==> src/common/ast_defines.vh <==
`ifndef AST_DEFINES_VH
`define AST_DEFINES_VH
// Printed offsets are register indices; byte address is four times
`define AST_IDX_TIMING     12'hf78
`define AST_IDX_UPHI       12'hf79
`define AST_IDX_UPLO       12'hf7a
`define AST_IDX_CTRL       12'hf7d
`define AST_IDX_STATUS     12'hf7e
`define AST_IDX_IRQ_EN     12'hf7f
`define AST_IDX_IRQ_CLR    12'hf80
`define AST_RST_TIMING     8'h00
`define AST_RST_UPHI       8'hff
`define AST_RST_UPLO       8'hff
`define AST_START_CONVERT  2'h1
`define AST_CTRL_START_LSB 0
`define AST_CTRL_RES_BIT   2
`define AST_CTRL_MODE_LSB  3
`define AST_ST_OVER_BIT    0
`define AST_ST_DONE_BIT    1
`define AST_ST_BUSY_BIT    2
`define AST_RESP_OKAY      2'h0
`define AST_RESP_SLVERR    2'h2
`endif

==> src/design/ast_sample_timer.v <==
// Functional notes
// Conversion start by control start code 01 or event trigger runs sampling.
// Sampling field bits 7:4 selects 2,2,4,8..1024 ADC clocks.
// Input config 00/01 gives settling of one clock, field ignored.
// Input config 10/11 gives settling of code plus one clocks.
// Interrupt when unsigned result exceeds upper threshold.
// 12-bit compares top 4 result bits with high byte bits 3:0.
// 14-bit compares top 6 result bits with high byte bits 5:0.
// Low result byte compares with all of low threshold byte.
// Software programs enough sampling clocks for its source.
// Precision select 0 means 12-bit, 1 means 14-bit.
// Compare once per completed conversion with current thresholds.
`include "ast_defines.vh"
`default_nettype none
module ast_sample_timer (
  // Clock and reset
  input  wire        ref_clk,
  input  wire        arst_n,
  // AXI4-Lite write
  input  wire [15:0] s_axi_awaddr,
  input  wire        s_axi_awvalid,
  output reg         s_axi_awready,
  input  wire [31:0] s_axi_wdata,
  input  wire [3:0]  s_axi_wstrb,
  input  wire        s_axi_wvalid,
  output reg         s_axi_wready,
  output reg  [1:0]  s_axi_bresp,
  output reg         s_axi_bvalid,
  input  wire        s_axi_bready,
  // AXI4-Lite read
  input  wire [15:0] s_axi_araddr,
  input  wire        s_axi_arvalid,
  output reg         s_axi_arready,
  output reg  [31:0] s_axi_rdata,
  output reg  [1:0]  s_axi_rresp,
  output reg         s_axi_rvalid,
  input  wire        s_axi_rready,
  // Converter core
  input  wire        eventTrig,
  input  wire        convDone,
  input  wire [13:0] convResult,
  output reg         samplePhase,
  output reg         settlePhase,
  output reg         sampleDone,
  // Interrupt
  output reg         irq
);

  localparam [2:0] S_IDLE   = 3'b001;
  localparam [2:0] S_SAMPLE = 3'b010;
  localparam [2:0] S_SETTLE = 3'b100;

  reg [7:0]  sampleTiming;
  reg [7:0]  upperLimitHigh;
  reg [7:0]  upperLimitLow;
  reg [1:0]  inputConfig;
  reg        precisionSelect;
  reg [1:0]  irqStatus;
  reg [1:0]  irqEnable;
  reg [2:0]  state;
  reg [10:0] count;
  reg [15:0] awAddr;
  reg        awHeld;
  reg [31:0] wData;
  reg [3:0]  wStrb;
  reg        wHeld;

  function [10:0] sampleClocks;
    input [3:0] code;
    begin
      case (code)
        4'h0, 4'h1: sampleClocks = 11'd2;
        4'h2: sampleClocks = 11'd4;
        4'h3: sampleClocks = 11'd8;
        4'h4: sampleClocks = 11'd16;
        4'h5: sampleClocks = 11'd32;
        4'h6: sampleClocks = 11'd64;
        4'h7: sampleClocks = 11'd96;
        4'h8: sampleClocks = 11'd128;
        4'h9: sampleClocks = 11'd192;
        4'ha: sampleClocks = 11'd256;
        4'hb: sampleClocks = 11'd320;
        4'hc: sampleClocks = 11'd384;
        4'hd: sampleClocks = 11'd512;
        4'he: sampleClocks = 11'd768;
        default: sampleClocks = 11'd1024;
      endcase
    end
  endfunction

  // Word index from byte address, valid only when aligned
  function [12:0] regIndex;
    input [15:0] addr;
    begin
      regIndex = (addr[1:0] == 2'b00) ? {1'b0, addr[13:2]} : 13'h1fff;
    end
  endfunction

  wire [3:0] settleCode = sampleTiming[3:0];
  wire [10:0] settleClocks = inputConfig[1] ?
      {7'd0, settleCode} + 11'd1 : 11'd1;

  // Threshold alignment by precision
  wire [13:0] upperLimit = precisionSelect ?
      {upperLimitHigh[5:0], upperLimitLow} :
      {2'b00, upperLimitHigh[3:0], upperLimitLow};
  wire [13:0] resultAligned = precisionSelect ?
      convResult : {2'b00, convResult[11:0]};
  wire overLimit = convDone && (resultAligned > upperLimit);

  wire writeGo = awHeld && wHeld && !s_axi_bvalid;
  wire [12:0] wIdx = regIndex(awAddr);
  wire [1:0] startCode = wData[`AST_CTRL_START_LSB +: 2];
  wire ctrlWrite = writeGo && wIdx == {1'b0, `AST_IDX_CTRL} && wStrb[0];
  wire startReq = (ctrlWrite && startCode == `AST_START_CONVERT)
      || eventTrig;
  wire clrWrite = writeGo && wIdx == {1'b0, `AST_IDX_IRQ_CLR} && wStrb[0];
  wire [1:0] clrBits = clrWrite ? wData[1:0] : 2'b00;
  wire settleEnd = state == S_SETTLE && count == 11'd1;
  wire [1:0] events = {settleEnd, overLimit};
  wire [1:0] next_irqStatus = (irqStatus & ~clrBits) | events;

  // Conversion timing sequencer
  always @(posedge ref_clk or negedge arst_n) begin
    if (!arst_n) begin
      state <= S_IDLE;
      count <= 11'd0;
      samplePhase <= 1'b0;
      settlePhase <= 1'b0;
      sampleDone <= 1'b0;
    end else begin
      sampleDone <= 1'b0;
      case (state)
        S_IDLE: begin
          if (startReq) begin
            state <= S_SAMPLE;
            count <= sampleClocks(sampleTiming[7:4]);
            samplePhase <= 1'b1;
          end
        end
        S_SAMPLE: begin
          if (count == 11'd1) begin
            state <= S_SETTLE;
            count <= settleClocks;
            samplePhase <= 1'b0;
            settlePhase <= 1'b1;
          end else begin
            count <= count - 11'd1;
          end
        end
        S_SETTLE: begin
          if (count == 11'd1) begin
            state <= S_IDLE;
            settlePhase <= 1'b0;
            sampleDone <= 1'b1;
          end else begin
            count <= count - 11'd1;
          end
        end
        default: begin
          state <= S_IDLE;
        end
      endcase
    end
  end

  // Register writes and interrupt status
  always @(posedge ref_clk or negedge arst_n) begin
    if (!arst_n) begin
      sampleTiming <= `AST_RST_TIMING;
      upperLimitHigh <= `AST_RST_UPHI;
      upperLimitLow <= `AST_RST_UPLO;
      inputConfig <= 2'b00;
      precisionSelect <= 1'b0;
      irqStatus <= 2'b00;
      irqEnable <= 2'b00;
      irq <= 1'b0;
    end else begin
      irqStatus <= next_irqStatus;
      irq <= |(next_irqStatus & irqEnable);
      if (writeGo && wStrb[0]) begin
        case (wIdx)
          {1'b0, `AST_IDX_TIMING}: sampleTiming <= wData[7:0];
          {1'b0, `AST_IDX_UPHI}: upperLimitHigh <= wData[7:0];
          {1'b0, `AST_IDX_UPLO}: upperLimitLow <= wData[7:0];
          {1'b0, `AST_IDX_CTRL}: begin
            precisionSelect <= wData[`AST_CTRL_RES_BIT];
            inputConfig <= wData[`AST_CTRL_MODE_LSB +: 2];
          end
          {1'b0, `AST_IDX_IRQ_EN}: irqEnable <= wData[1:0];
          default: begin
          end
        endcase
      end
    end
  end

  // AXI write channel
  always @(posedge ref_clk or negedge arst_n) begin
    if (!arst_n) begin
      s_axi_awready <= 1'b1;
      s_axi_wready <= 1'b1;
      s_axi_bvalid <= 1'b0;
      s_axi_bresp <= `AST_RESP_OKAY;
      awAddr <= 16'h0000;
      awHeld <= 1'b0;
      wData <= 32'h0000_0000;
      wStrb <= 4'h0;
      wHeld <= 1'b0;
    end else begin
      if (s_axi_awvalid && s_axi_awready) begin
        awAddr <= s_axi_awaddr;
        awHeld <= 1'b1;
        s_axi_awready <= 1'b0;
      end
      if (s_axi_wvalid && s_axi_wready) begin
        wData <= s_axi_wdata;
        wStrb <= s_axi_wstrb;
        wHeld <= 1'b1;
        s_axi_wready <= 1'b0;
      end
      if (writeGo) begin
        awHeld <= 1'b0;
        wHeld <= 1'b0;
        s_axi_bvalid <= 1'b1;
        case (wIdx)
          {1'b0, `AST_IDX_TIMING}, {1'b0, `AST_IDX_UPHI},
          {1'b0, `AST_IDX_UPLO}, {1'b0, `AST_IDX_CTRL},
          {1'b0, `AST_IDX_IRQ_EN}, {1'b0, `AST_IDX_IRQ_CLR}:
            s_axi_bresp <= `AST_RESP_OKAY;
          default: s_axi_bresp <= `AST_RESP_SLVERR;
        endcase
      end
      if (s_axi_bvalid && s_axi_bready) begin
        s_axi_bvalid <= 1'b0;
        s_axi_awready <= 1'b1;
        s_axi_wready <= 1'b1;
      end
    end
  end

  // AXI read channel
  always @(posedge ref_clk or negedge arst_n) begin
    if (!arst_n) begin
      s_axi_arready <= 1'b1;
      s_axi_rvalid <= 1'b0;
      s_axi_rdata <= 32'h0000_0000;
      s_axi_rresp <= `AST_RESP_OKAY;
    end else begin
      if (s_axi_arvalid && s_axi_arready) begin
        s_axi_arready <= 1'b0;
        s_axi_rvalid <= 1'b1;
        s_axi_rresp <= `AST_RESP_OKAY;
        case (regIndex(s_axi_araddr))
          {1'b0, `AST_IDX_TIMING}: s_axi_rdata <= {24'h0, sampleTiming};
          {1'b0, `AST_IDX_UPHI}: s_axi_rdata <= {24'h0, upperLimitHigh};
          {1'b0, `AST_IDX_UPLO}: s_axi_rdata <= {24'h0, upperLimitLow};
          {1'b0, `AST_IDX_CTRL}:
            s_axi_rdata <= {27'h0, inputConfig, precisionSelect, 2'b00};
          {1'b0, `AST_IDX_STATUS}:
            s_axi_rdata <= {29'h0, state != S_IDLE, irqStatus};
          {1'b0, `AST_IDX_IRQ_EN}: s_axi_rdata <= {30'h0, irqEnable};
          {1'b0, `AST_IDX_IRQ_CLR}: s_axi_rdata <= 32'h0000_0000;
          default: begin
            s_axi_rdata <= 32'h0000_0000;
            s_axi_rresp <= `AST_RESP_SLVERR;
          end
        endcase
      end
      if (s_axi_rvalid && s_axi_rready) begin
        s_axi_rvalid <= 1'b0;
        s_axi_arready <= 1'b1;
      end
    end
  end

endmodule // ast_sample_timer
`default_nettype wire

==> config.mk <==
export PLATFORM = sky130hd
export DESIGN_NAME = ast_sample_timer
export DESIGN_NICKNAME = d
export VERILOG_FILES = /design/src/design/ast_sample_timer.v
export VERILOG_INCLUDE_DIRS = /design/src /design/src/common
export SDC_FILE = /design/constraint.sdc
export NUM_CORES = 1
export LEC_CHECK = 0
export BUFFER_PORTS_ARGS = -buffer_cell sky130_fd_sc_hd__buf_4
export CORE_ASPECT_RATIO = 0.75
export CORE_UTILIZATION = 53
export DETAILED_ROUTE_END_ITERATION = 10
export PLACE_DENSITY = 0.78
export SLEW_MARGIN = 5
export SYNTH_ARGS = -nofsm -noshare
export SYNTH_HDL_FRONTEND = slang
export SYNTH_SLANG_ARGS = --single-unit
==> constraint.sdc <==
create_clock -name ref_clk -period 2.4 [get_ports ref_clk]
set_input_delay 0.12 -clock ref_clk [delete_from_list [all_inputs] [get_ports ref_clk]]
set_output_delay 0.12 -clock ref_clk [all_outputs]
set_load 0.03 [all_outputs]
Yosys cells after proc, flatten, opt, wreduce, memory -nomap -nowiden
Memory sizes are Yosys's and may differ from the RTL's.
Index checks and enable logic that the tools add are counted.

storage, ports and cells
  ROM bits = 160
  memories = 1
  input port bits = 91
  word-level logic and storage cells = 135
  register bits after elaboration = 115
  output and inout bits = 45

memory list
  name              words  bits a word  rd ports  clocked after Yosys merged registers in  wr ports  RTL line               text
  (name not given)  16     10           1         0                                        0         ast_sample_timer.v:71  case (code)

operators by class
  add/subtract/negate cells = 2
  reduce and logical (&&, ||, !) cells = 40
  mux-type cells = 38
  $lt $le $gt $ge = 1
  equality and inequality tests = 23
  bitwise logic cells = 4

operators by type and width
  operator                 number
  $eq A13 B12 Y1 const B   13
  $pmux W8 S6              1
  $mux W11                 3
  $pmux W11 S3             1
  $mux W14                 2
  $mux W13                 2
  $mux W1                  19
  $reduce_bool A2 Y1       8
  $logic_and A1 B1 Y1      15
  $gt A14 B14 Y1           1
  $reduce_and A3 Y1        4
  $eq A11 B1 Y1 const B    1
  $sub A11 B1 Y11 const B  1
  $reduce_and A2 Y1        5
  $mux W3                  3
  $pmux W3 S3              1
  $reduce_or A7 Y1         1
  $mux W2                  3
  $ne A2 B2 Y1 const B     3
  $reduce_or A6 Y1         1
  $add A4 B1 Y5 const B    1
  $mux W5                  1
  $and A2 B2 Y2            2
  $logic_not A2 Y1         2
  other kinds (13)         14

Logic depth before layout (Yosys ltp)
Gate-level depths: netlist of run 1.

  depth in word-level cells = 11
  gate-level depth with buffers = 9
  gate-level depth less buffers = 7

Worst setup path before layout of run 1
OpenSTA, ideal clock, no wires.

  kind = reg2reg
  start point = register count[1]
  end point = register count[6]
  library setup time = 0.148 ns
  clock period less this slack = 1.969 ns
  stages on the path, launching flop included = 10
  data required time = 2.252 ns
  path buffers = 2
  slack = 0.431 ns
  arrival time = 1.821 ns
  cell sequence = dfrtp_1 -> inv_1 -> ha_1 -> nor4b_2 -> and3_1 -> buf_2 -> a21oi_1 -> clkbuf_1 -> a31oi_1 -> o221ai_1

on the way
  cells in the longest elaborated chain, start to end = 3
  elaborated cells between the ends (all ways) = 7
  classes of those cells = 1 x add/sub; 2 x eq/ne; 3 x mux; 1 x reduce/logical

RTL lines
  element                                                   RTL line                text
  from (decl)                                               ast_sample_timer.v:61   reg [10:0] count;
  from (signal assigned)                                    ast_sample_timer.v:137  count <= sampleClocks(sampleTiming[7:4]);
  from (signal assigned)                                    ast_sample_timer.v:144  count <= settleClocks;
  from (signal assigned)                                    ast_sample_timer.v:148  count <= count - 11'd1;
  $sub A11 B1 Y11 / $eq A11 B1 Y1 (equally long branches)   -
  $mux W11, or another cell as far along                    ast_sample_timer.v:152  if (count == 11'd1) begin
  $pmux W11 S3 / $reduce_and A3 Y1 (equally long branches)  -

Several ways; a longest one is shown, not always the timed one. The select of a mux whose other input is x is not followed.
A chain may end at the register's enable or synchronous reset.

Final worst setup path of run 1
  start point = register s_axi_bvalid
  end point = register upperLimitLow[5]

on the way
  cells in the longest elaborated chain, start to end = 4

RTL lines
  element                      RTL line                text
  from (decl)                  ast_sample_timer.v:28   output reg s_axi_bvalid,
  from (signal assigned)       ast_sample_timer.v:203  s_axi_bvalid <= 1'b0;
  from (signal assigned)       ast_sample_timer.v:225  s_axi_bvalid <= 1'b1;
  from (signal assigned)       ast_sample_timer.v:235  s_axi_bvalid <= 1'b0;
  $logic_not A1 Y1             ast_sample_timer.v:111  wire writeGo = awHeld && wHeld && !s_axi_bvalid;
  $logic_and A1 B1 Y1          ast_sample_timer.v:111
  $logic_and A1 B1 Y1          ast_sample_timer.v:181  if (writeGo && wStrb[0]) begin
  $reduce_and A2 Y1 (no line)  -
  to (signal assigned)         ast_sample_timer.v:172  upperLimitLow <= `AST_RST_UPLO;
  to (signal assigned)         ast_sample_timer.v:185  {1'b0, `AST_IDX_UPLO}: upperLimitLow <= wData[7:0];
  to (decl)                    ast_sample_timer.v:55   reg [7:0] upperLimitLow;

No other way between the ends.

==> reports/metrics.sh, run 1 <==
POSTSYNTHREGISTERBITS=89
YOSYSWARNINGS=0
NUMBER_OF_PLACEMENT_ROWS=30
DRT-TOTAL-WL_MM=12.26
PORT-BUFFER-COUNT=78
SYNTH_TOP_AREA_CELLS='sky130_fd_sc_hd__dfrtp_1, sky130_fd_sc_hd__mux2_2, sky130_fd_sc_hd__dfstp_2'
SYNTH-COMPOUND-AREA-SHARE=0.1249
PORTION_OF_THE_POST_SYNTHESIS_AREA_USED_BY_SEQUENTIAL_ELEMENTS=0.4479
NUM_ANTENNA_CELLS=0
IO_PINS=136
CTS.SINK_COUNT=89
CELLLEAKAGEPOWER_uW=0.002701
MAX-CLOCK-PATH-BUFFERS=2
NNETSFINAL=691
NETLIST.AREA_LEADER.SHARE=0.3434
CP_CELL_SEQUENCE='nand4b_1 -> nor2_1 -> and2_0 -> nand3_1 -> mux2_2'
TRANSITION_AT_THE_PIN_WITH_THE_SMALLEST_MAX_TRANSITION_SLACK_NS=0.6120
DOMINANT_COMBINATIONAL_CELL_FAMILY_BY_AREA_AFTER_SYNTHESIS='simple AND/OR/NAND/NOR gates'
VDD_DROP_MAX_mV=0.6620
DETAILED_PLACE.AREA_SQ_UM=5759
INITIAL_ANTENNA_VIOLATION_COUNT=0
HOLD_VIOLATIONS=0
GRT.OVERFLOW.TOTAL=0
SYNTH.LIB_CELLS_USED.DISTINCT=68
MIN_PATH_TYPE='in -> reg'
FINAL.FILL_COUNT=733
CLK_TRANSITION_REPORTED_PATHS_NS=0.06
FINAL.PERIOD_UTILIZATION=0.9037
TIMING.CRITICAL_PATH.BUF_INV=0
TOTAL_CLOCK_BUFFERS_CREATED_BY_CTS=9
CTS_ROOT_BUF='sky130_fd_sc_hd__clkbuf_16'
HOLD_PATH_STARTPOINT='s_axi_awaddr[3]'
DRT-INITIAL-DRC-COUNT=229
MAX_CLOCK_FREQ_GHz=0.4611
DESIGN_AREA_SQ_UM=6142
MAX_CAP_VIOL_COUNT=0
SYNTH_COMMONEST_CELLS='sky130_fd_sc_hd__dfrtp_1, sky130_fd_sc_hd__mux2_2, sky130_fd_sc_hd__nand2_1'
PLACE.DETAILED.HPWL_MM=9.203
POST-LAYOUT-TOTAL-POWER_uW=4836
LAYOUT.CORE_UTILIZATION=0.6734
DATA_REQUIRED_TIME_AT_THE_WORST_ENDPOINT_NS=2.67
DIE_WIDTH_UM=114.5
FINAL.SETUP.TNS_NS=0
CRITPATHMAXFANOUT=8
POST-CTS-SETUP-BUFFERS=0
NETLIST_AREA_SQ_UM=5029
CLOCK_LATENCY_NS=0.34
YOSYS_MOST_USED_DFF='sky130_fd_sc_hd__dfrtp_1'
SYNTHESIS.AREA_PER_INSTANCE_SQ_UM=10.50
MUXSHAREOFSYNTHAREA=0.1299
ASYNCSETRESETFLOPFRACSYNTH=1.000
SYNTH_EDF_COUNT=0
GRT_PASS1_WL_MM=19.98
VIA_COUNT_OF_THE_FIRST_GLOBAL_ROUTING_PASS=4128
DR.PASS1.ITERS=5
YOSYS.CELL_COUNT.TOP_TYPE='sky130_fd_sc_hd__dfrtp_1'
POWERDENSITY_nW_PER_UM2=787.3
CLOCK_SKEW_NS=0.005403
RUN_STATUS='finished clean'
TRITONCTS_CLOCK_TREE='yes'
VIAS=4141
REG2REG_FROM='s_axi_bvalid'
TIMING.SETUP.CRITICAL_PATH_CLASS='reg -> reg'
WORST_SETUP_PATH_STARTPOINT='s_axi_bvalid'
DIE_HEIGHT_UM=86.36
SYNTH-XOR-AREA-SHARE=0.005225
AVGVIACOUNTPERCELL=5.808
FINAL_CRITICAL_PATH_REQUIRED_PERIOD_NS=2.169
POST-SYNTH-TOP-AREA-CELL='sky130_fd_sc_hd__dfrtp_1'
SYNTH-ADDER-AREA-SHARE=0.04976
POST_DRT_WL_PER_CELL_UM=17.19
SLOWEST_CP_CELL='sky130_fd_sc_hd__dfrtp_1'
FP.COREAREA_SQ_UM=9121
CRITPATHLAUNCHTYPE='register'
AREA_ADDED_BETWEEN_SYNTHESIS_AND_FINISH_PCT=22.14
CRIT_PATH_END_KIND='register'
DRIVE_GT1_FRAC=0.3350
DETAIL_ROUTE.DRC_VIOLATIONS=0
GATE_FAMILY_RESPONSIBLE_FOR_THE_MOST_DELAY_ALONG_THE_WORST_PATH='simple AND/OR/NAND/NOR gates'
FINALSETUPVIOLCOUNT=0
TIMING.CRITICAL_PATH.ARRIVAL_NS=2.44
DRV_SLEW=0
INITIAL_UTILIZATION=0.5513
RSZ_0062_RAISED_AFTER_GLOBAL_ROUTING='false'
CPPEAKSTAGEDELAY_NS=0.43
SYNTHESIZED_NETLIST_CELL_COUNT=479
GR-USAGE-ALL-LAYERS=0.2634
DIE_FOOTPRINT_SQ_UM=9885
YOSYS.AREA_SHARE.SIMPLE=0.1670
TIMING.MAX_SLEW.REL_SLACK=0.5910
POSTROUTEANTENNANETS=0
FINAL_WEIGHTED_CONGESTION_IN_ROUTABILITY_DRIVEN_PLACEMENT=0.9053
LARGEST_NET_DEGREE_AT_THE_START_OF_GLOBAL_ROUTING=48
H_TREE_LEVEL_COUNT=3
==> layout make-up <==
cell class / instances / area, sq um / share of cell area
clock buffer: 12 / 246.5 / 0.04013
clock inverter: 4 / 52.55 / 0.008556
inverter: 31 / 116.4 / 0.01894
multi-input combinational: 343 / 2499 / 0.4068
sequential: 89 / 2252 / 0.3667
tap: 128 / 160.2 / 0.02607
timing repair buffer: 106 / 815.8 / 0.1328
==> through the flow <==
| step | worst slack [ns] | hold slack (ns) | std cells |
|---|---|---|---|
| after floorplan | 0.4309 | -0.1756 | 504 |
| after global placement | 0.2579 | 0.1476 | 689 |
| after detailed placement | 0.2236 | 0.1591 | 689 |
| after CTS | 0.2151 | 0.0009609 | 712 |
| after global routing | 0.08714 | 0.004577 | 713 |
| final | 0.2312 | 0.008078 | 713 |
==> where the power goes <==
part           switching, uW  total [uW]  leakage, uW  internal [uW]
registers                318        2130      0.00109           1810
logic                    718        1300      0.00146            584
clock network            568        1410     0.000147            837
total                   1600        4840      0.00270           3230
==> state kept, by name, summed over array words and instances, names as in the netlist, 2 cells and up <==
signal,count
awAddr,14
count,11
s_axi_rdata,8
sampleTiming,8
upperLimitHigh,8
upperLimitLow,8
wData,8
state,3
inputConfig,2
irqEnable,2
irqStatus,2
==> layer usage <==
layer | wire [um] | global-route usage | up-vias
met5 | 0 | 0 | -
met3 | 959 | 0.05874 | 18
li1 | - | - | 1925
met2 | 5697 | 0.4237 | 195
met1 | 5357 | 0.3570 | 2003
met4 | 242 | 0.08501 | 0
==> logic make-up after synthesis <==
logic type / count (synthesis)
DFF: 89
other: 1
AOI/OAI and AO/OA: 89
and+or+nand+nor: 146
muxes: 59
xor gates and xnor gates: 3
buffers and inverters: 72
adders and majority gates: 20
==> worst paths after layout <==
path | to | slack (ns) | cells past startpoint
worst min register to register | s_axi_rdata[0] | 0.48 | 1
max in group asynchronous | s_axi_arready | 1.33 | 3
worst max register to register | upperLimitLow[5] | 0.23 | 5
worst min-delay path | awAddr[3] | 0.008 | 2
min in group asynchronous | irq | 0.34 | 2
worst max-delay path | upperLimitLow[5] | 0.23 | 5
==> worst reg2reg max path, stage by stage, from the launching register on <==
cell and delay (ns):
sky130_fd_sc_hd__dfrtp_1 0.43, sky130_fd_sc_hd__nand4b_1 0.26, sky130_fd_sc_hd__nor2_1 0.29, sky130_fd_sc_hd__and2_0 0.29, sky130_fd_sc_hd__nand3_1 0.41, sky130_fd_sc_hd__mux2_2 0.43
==> placed cells by master (no fill, tap or decap), types with 3 or more instances in the layout <==
| master | instances |
|---|---|
| sky130_fd_sc_hd__o21ai_0 | 18 |
| sky130_fd_sc_hd__dfrtp_1 | 69 |
| sky130_fd_sc_hd__nand2b_1 | 5 |
| sky130_fd_sc_hd__mux2i_1 | 9 |
| sky130_fd_sc_hd__dfstp_2 | 20 |
| sky130_fd_sc_hd__ha_1 | 20 |
| sky130_fd_sc_hd__mux2_2 | 50 |
| sky130_fd_sc_hd__nor2_1 | 18 |
| sky130_fd_sc_hd__a222oi_1 | 3 |
| sky130_fd_sc_hd__inv_1 | 31 |
| sky130_fd_sc_hd__nand2_1 | 39 |
| sky130_fd_sc_hd__a221oi_1 | 4 |
| sky130_fd_sc_hd__nor4_1 | 4 |
| sky130_fd_sc_hd__conb_1 | 26 |
| sky130_fd_sc_hd__dlygate4sd3_1 | 8 |
| sky130_fd_sc_hd__a31oi_1 | 4 |
| sky130_fd_sc_hd__nor3_1 | 9 |
| sky130_fd_sc_hd__a21boi_0 | 3 |
| sky130_fd_sc_hd__nand4_1 | 12 |
| sky130_fd_sc_hd__nor3b_1 | 5 |
| sky130_fd_sc_hd__nor4_2 | 3 |
| sky130_fd_sc_hd__o221ai_1 | 10 |
| sky130_fd_sc_hd__o211ai_1 | 4 |
| sky130_fd_sc_hd__buf_4 | 98 |
| sky130_fd_sc_hd__and2_1 | 5 |
| sky130_fd_sc_hd__a21oi_1 | 12 |
| sky130_fd_sc_hd__clkbuf_16 | 9 |
| sky130_fd_sc_hd__and3_1 | 4 |
| sky130_fd_sc_hd__nand3_1 | 21 |
| sky130_fd_sc_hd__o21ai_1 | 3 |
==> timing repair <==
| action | CTS | global route |
|---|---|---|
| endpoints found under the setup margin | 0 | 1 |
| hold buffers | 7 | 1 |
| gates resized for setup | 0 | 1 |
| endpoints found under the hold margin | 37 | 1 |
No activity file was read; power rests on OpenSTA's default activity.
==> inputs of run 2 (changes only) <==
--- a/config.mk
+++ b/config.mk
@@ -8,9 +8,9 @@
 export LEC_CHECK = 0
 export BUFFER_PORTS_ARGS = -buffer_cell sky130_fd_sc_hd__buf_4
 export CORE_ASPECT_RATIO = 0.75
-export CORE_UTILIZATION = 53
+export CORE_UTILIZATION = 49
 export DETAILED_ROUTE_END_ITERATION = 10
-export PLACE_DENSITY = 0.78
+export PLACE_DENSITY = 0.73
 export SLEW_MARGIN = 5
 export SYNTH_ARGS = -nofsm -noshare
 export SYNTH_HDL_FRONTEND = slang
==> constraint.sdc (replaced) <==
create_clock -name ref_clk -period 2.2 [get_ports ref_clk]
set_input_delay 0.11 -clock ref_clk [delete_from_list [all_inputs] [get_ports ref_clk]]
set_output_delay 0.11 -clock ref_clk [all_outputs]
set_load 0.03 [all_outputs]
==> run 2 against run 1 <==
  * Critical path depth up 2
  * Critical path type unchanged
  * Largest power group unchanged
  * Sequential cell count unchanged
  * Fmax is 2.8% higher
==> reports/metrics.sh, run 2 (synthesis results as in run 1) <==
POWERDENSITY_nW_PER_UM2=855.2
NNETSFINAL=721
FINAL_WEIGHTED_CONGESTION_IN_ROUTABILITY_DRIVEN_PLACEMENT=0.8617
VIA_COUNT_OF_THE_FIRST_GLOBAL_ROUTING_PASS=4214
MOST-COMMON-LAYOUT-CELLS='sky130_fd_sc_hd__buf_4, sky130_fd_sc_hd__dfrtp_1, sky130_fd_sc_hd__mux2_2'
VIAS=4231
DIE_HEIGHT_UM=89.73
LAYOUT.CORE_UTILIZATION=0.6610
CTS_ROOT_BUF='sky130_fd_sc_hd__clkbuf_16'
GRT.OVERFLOW.TOTAL=0
DRV_SLEW=0
MAX_FLOP_REGISTER='awAddr'
LARGEST_NET_DEGREE_AT_THE_START_OF_GLOBAL_ROUTING=55
RR_WORST_DEPTH=7
FLIP_FLOP_COUNT_OF_THE_LARGEST_REGISTER_ALL_COPIES_AND_WORDS_ADDED=14
CLK_TRANSITION_REPORTED_PATHS_NS=0.06
FINAL_COMMON_CELL='sky130_fd_sc_hd__buf_4'
FINAL_CRITICAL_PATH_REQUIRED_PERIOD_NS=2.109
MAX_CLOCK_FREQ_GHz=0.4741
VDD_DROP_MAX_mV=0.5697
NUM_ANTENNA_CELLS=0
MAX-CLOCK-PATH-BUFFERS=2
CRITPATHMAXFANOUT=3
H_TREE_LEVEL_COUNT=3
CRITPATHLAUNCHTYPE='register'
INITIAL_UTILIZATION=0.5124
PLACE.DETAILED.HPWL_MM=9.011
DRT-TOTAL-WL_MM=12.40
TOTAL_CLOCK_BUFFERS_CREATED_BY_CTS=9
BIGGESTREGSBYFLOPS='awAddr (14), count (11)'
FINAL.PERIOD_UTILIZATION=0.9588
TRANSITION_AT_THE_PIN_WITH_THE_SMALLEST_MAX_TRANSITION_SLACK_NS=0.5812
DRT-INITIAL-DRC-COUNT=267
WORSTHOLDPATHCELLS=2
DIE_FOOTPRINT_SQ_UM=10680
DIE_WIDTH_UM=119.0
MIN_PATH_TYPE='in -> reg'
NUMBER_OF_PLACEMENT_ROWS=31
AREA_ADDED_BETWEEN_SYNTHESIS_AND_FINISH_PCT=28.99
STDCELL_COUNT=747
POST_DRT_WL_PER_CELL_UM=16.61
RUN_STATUS='finished clean'
HOLD_VIOLATIONS=0
TIMING.MAX_SLEW.REL_SLACK=0.6116
DATA_REQUIRED_TIME_AT_THE_WORST_ENDPOINT_NS=2.41
DR.PASS1.ITERS=5
CRIT_PATH_END_KIND='register'
DETAIL_ROUTE.DRC_VIOLATIONS=0
INITIAL_ANTENNA_VIOLATION_COUNT=0
IO_PINS=136
TRITONCTS_CLOCK_TREE='yes'
FINALSETUPVIOLCOUNT=0
POST_PLACE_CELLS=702
CLOCK_SKEW_NS=0.005329
FINAL.SETUP.TNS_NS=0
CELLLEAKAGEPOWER_uW=0.002873
MAX_CAP_VIOL_COUNT=0
GR-USAGE-ALL-LAYERS=0.2450
PORT-BUFFER-COUNT=78
TIMING.CRITICAL_PATH.ARRIVAL_NS=2.32
POSTROUTEANTENNANETS=0
RSZ_0062_RAISED_AFTER_GLOBAL_ROUTING='false'
CTS.SINK_COUNT=89
FP.COREAREA_SQ_UM=9813
GRT_PASS1_WL_MM=20.76
FINAL.FILL_COUNT=759
CLOCK_LATENCY_NS=0.34
TIMING.SETUP.CRITICAL_PATH_CLASS='reg -> reg'
AVGVIACOUNTPERCELL=5.664
DRIVE_GT1_FRAC=0.3382
run 2: changes by cell type in the layout (fill, tap and decap cells not counted), sizes merged:
cell,change
buf,+10
dlygate4sd3,+20
clkbuf,-1
bufinv,+1
run 2: area by class of cell:
type,instances,area [sq um],share of cell area
multi-input combinational,343,2527,0.3897
sequential,89,2252,0.3472
timing repair buffer,136,1104,0.1701
clock buffer,11,242.7,0.03742
tap,132,165.2,0.02546
inverter,31,116.4,0.01794
clock inverter,5,78.83,0.01215
run 2: report_power, final:
group          switching [uW]  internal (uW)  total, uW
clock network             644           1020       1670
registers                 309           1970       2280
logic                     848            745       1590
total                    1800           3740       5550
run 2: stage by stage:
step           setup slack [ns]  area, sq um  hold WS [ns]  total power, uW
6_report                0.09070         6486      0.006057             5547
5_1_grt                 0.01358         6486      0.005105             5824
4_1_cts                 0.07209         6446      0.001242             5510
3_5_place_dp            0.06935         5844        0.1018             3798
3_3_place_gp             0.1171         5844       0.09781             3737
2_1_floorplan            0.2309         5122       -0.1856             3199
run 2: path summary, 6_finish.rpt:
| path | end | slack [ns] | start |
|---|---|---|---|
| max | irq | 0.09 | upperLimitLow[4] |
| min | awAddr[4] | 0.006 | s_axi_awaddr[4] |
| max reg2reg | irq | 0.09 | upperLimitLow[4] |
| min reg2reg | s_axi_rdata[0] | 0.49 | s_axi_rdata[0] |
| max in group asynchronous | s_axi_wready | 1.24 | arst_n |
| min in group asynchronous | s_axi_rdata[0] | 0.27 | arst_n |
run 2: routing by layer:
metal,track usage,part of all wire,up-vias
met3,0.05266,0.069,16
met2,0.3791,0.45,158
met4,0.07384,0.014,0
li1,-,-,1984
met5,0,0,-
met1,0.3445,0.47,2073
run 2: what timing repair did:
action | 4_1_cts | 5_1_grt
buffers inserted | 0 | 1
endpoints found under the hold margin | 53 | 0
setup endpoints to repair | 0 | 14
gates resized for setup | 0 | 4
hold buffers | 28 | 0
run 2: worst max-delay path, cell delays in order (launching register included):
cell                       delay, ns
sky130_fd_sc_hd__dfstp_2        0.54
sky130_fd_sc_hd__inv_1          0.05
sky130_fd_sc_hd__ha_1           0.33
sky130_fd_sc_hd__a21oi_1        0.19
sky130_fd_sc_hd__a21boi_0       0.10
sky130_fd_sc_hd__o31a_1         0.30
sky130_fd_sc_hd__o41ai_1        0.33
sky130_fd_sc_hd__o211ai_1       0.13
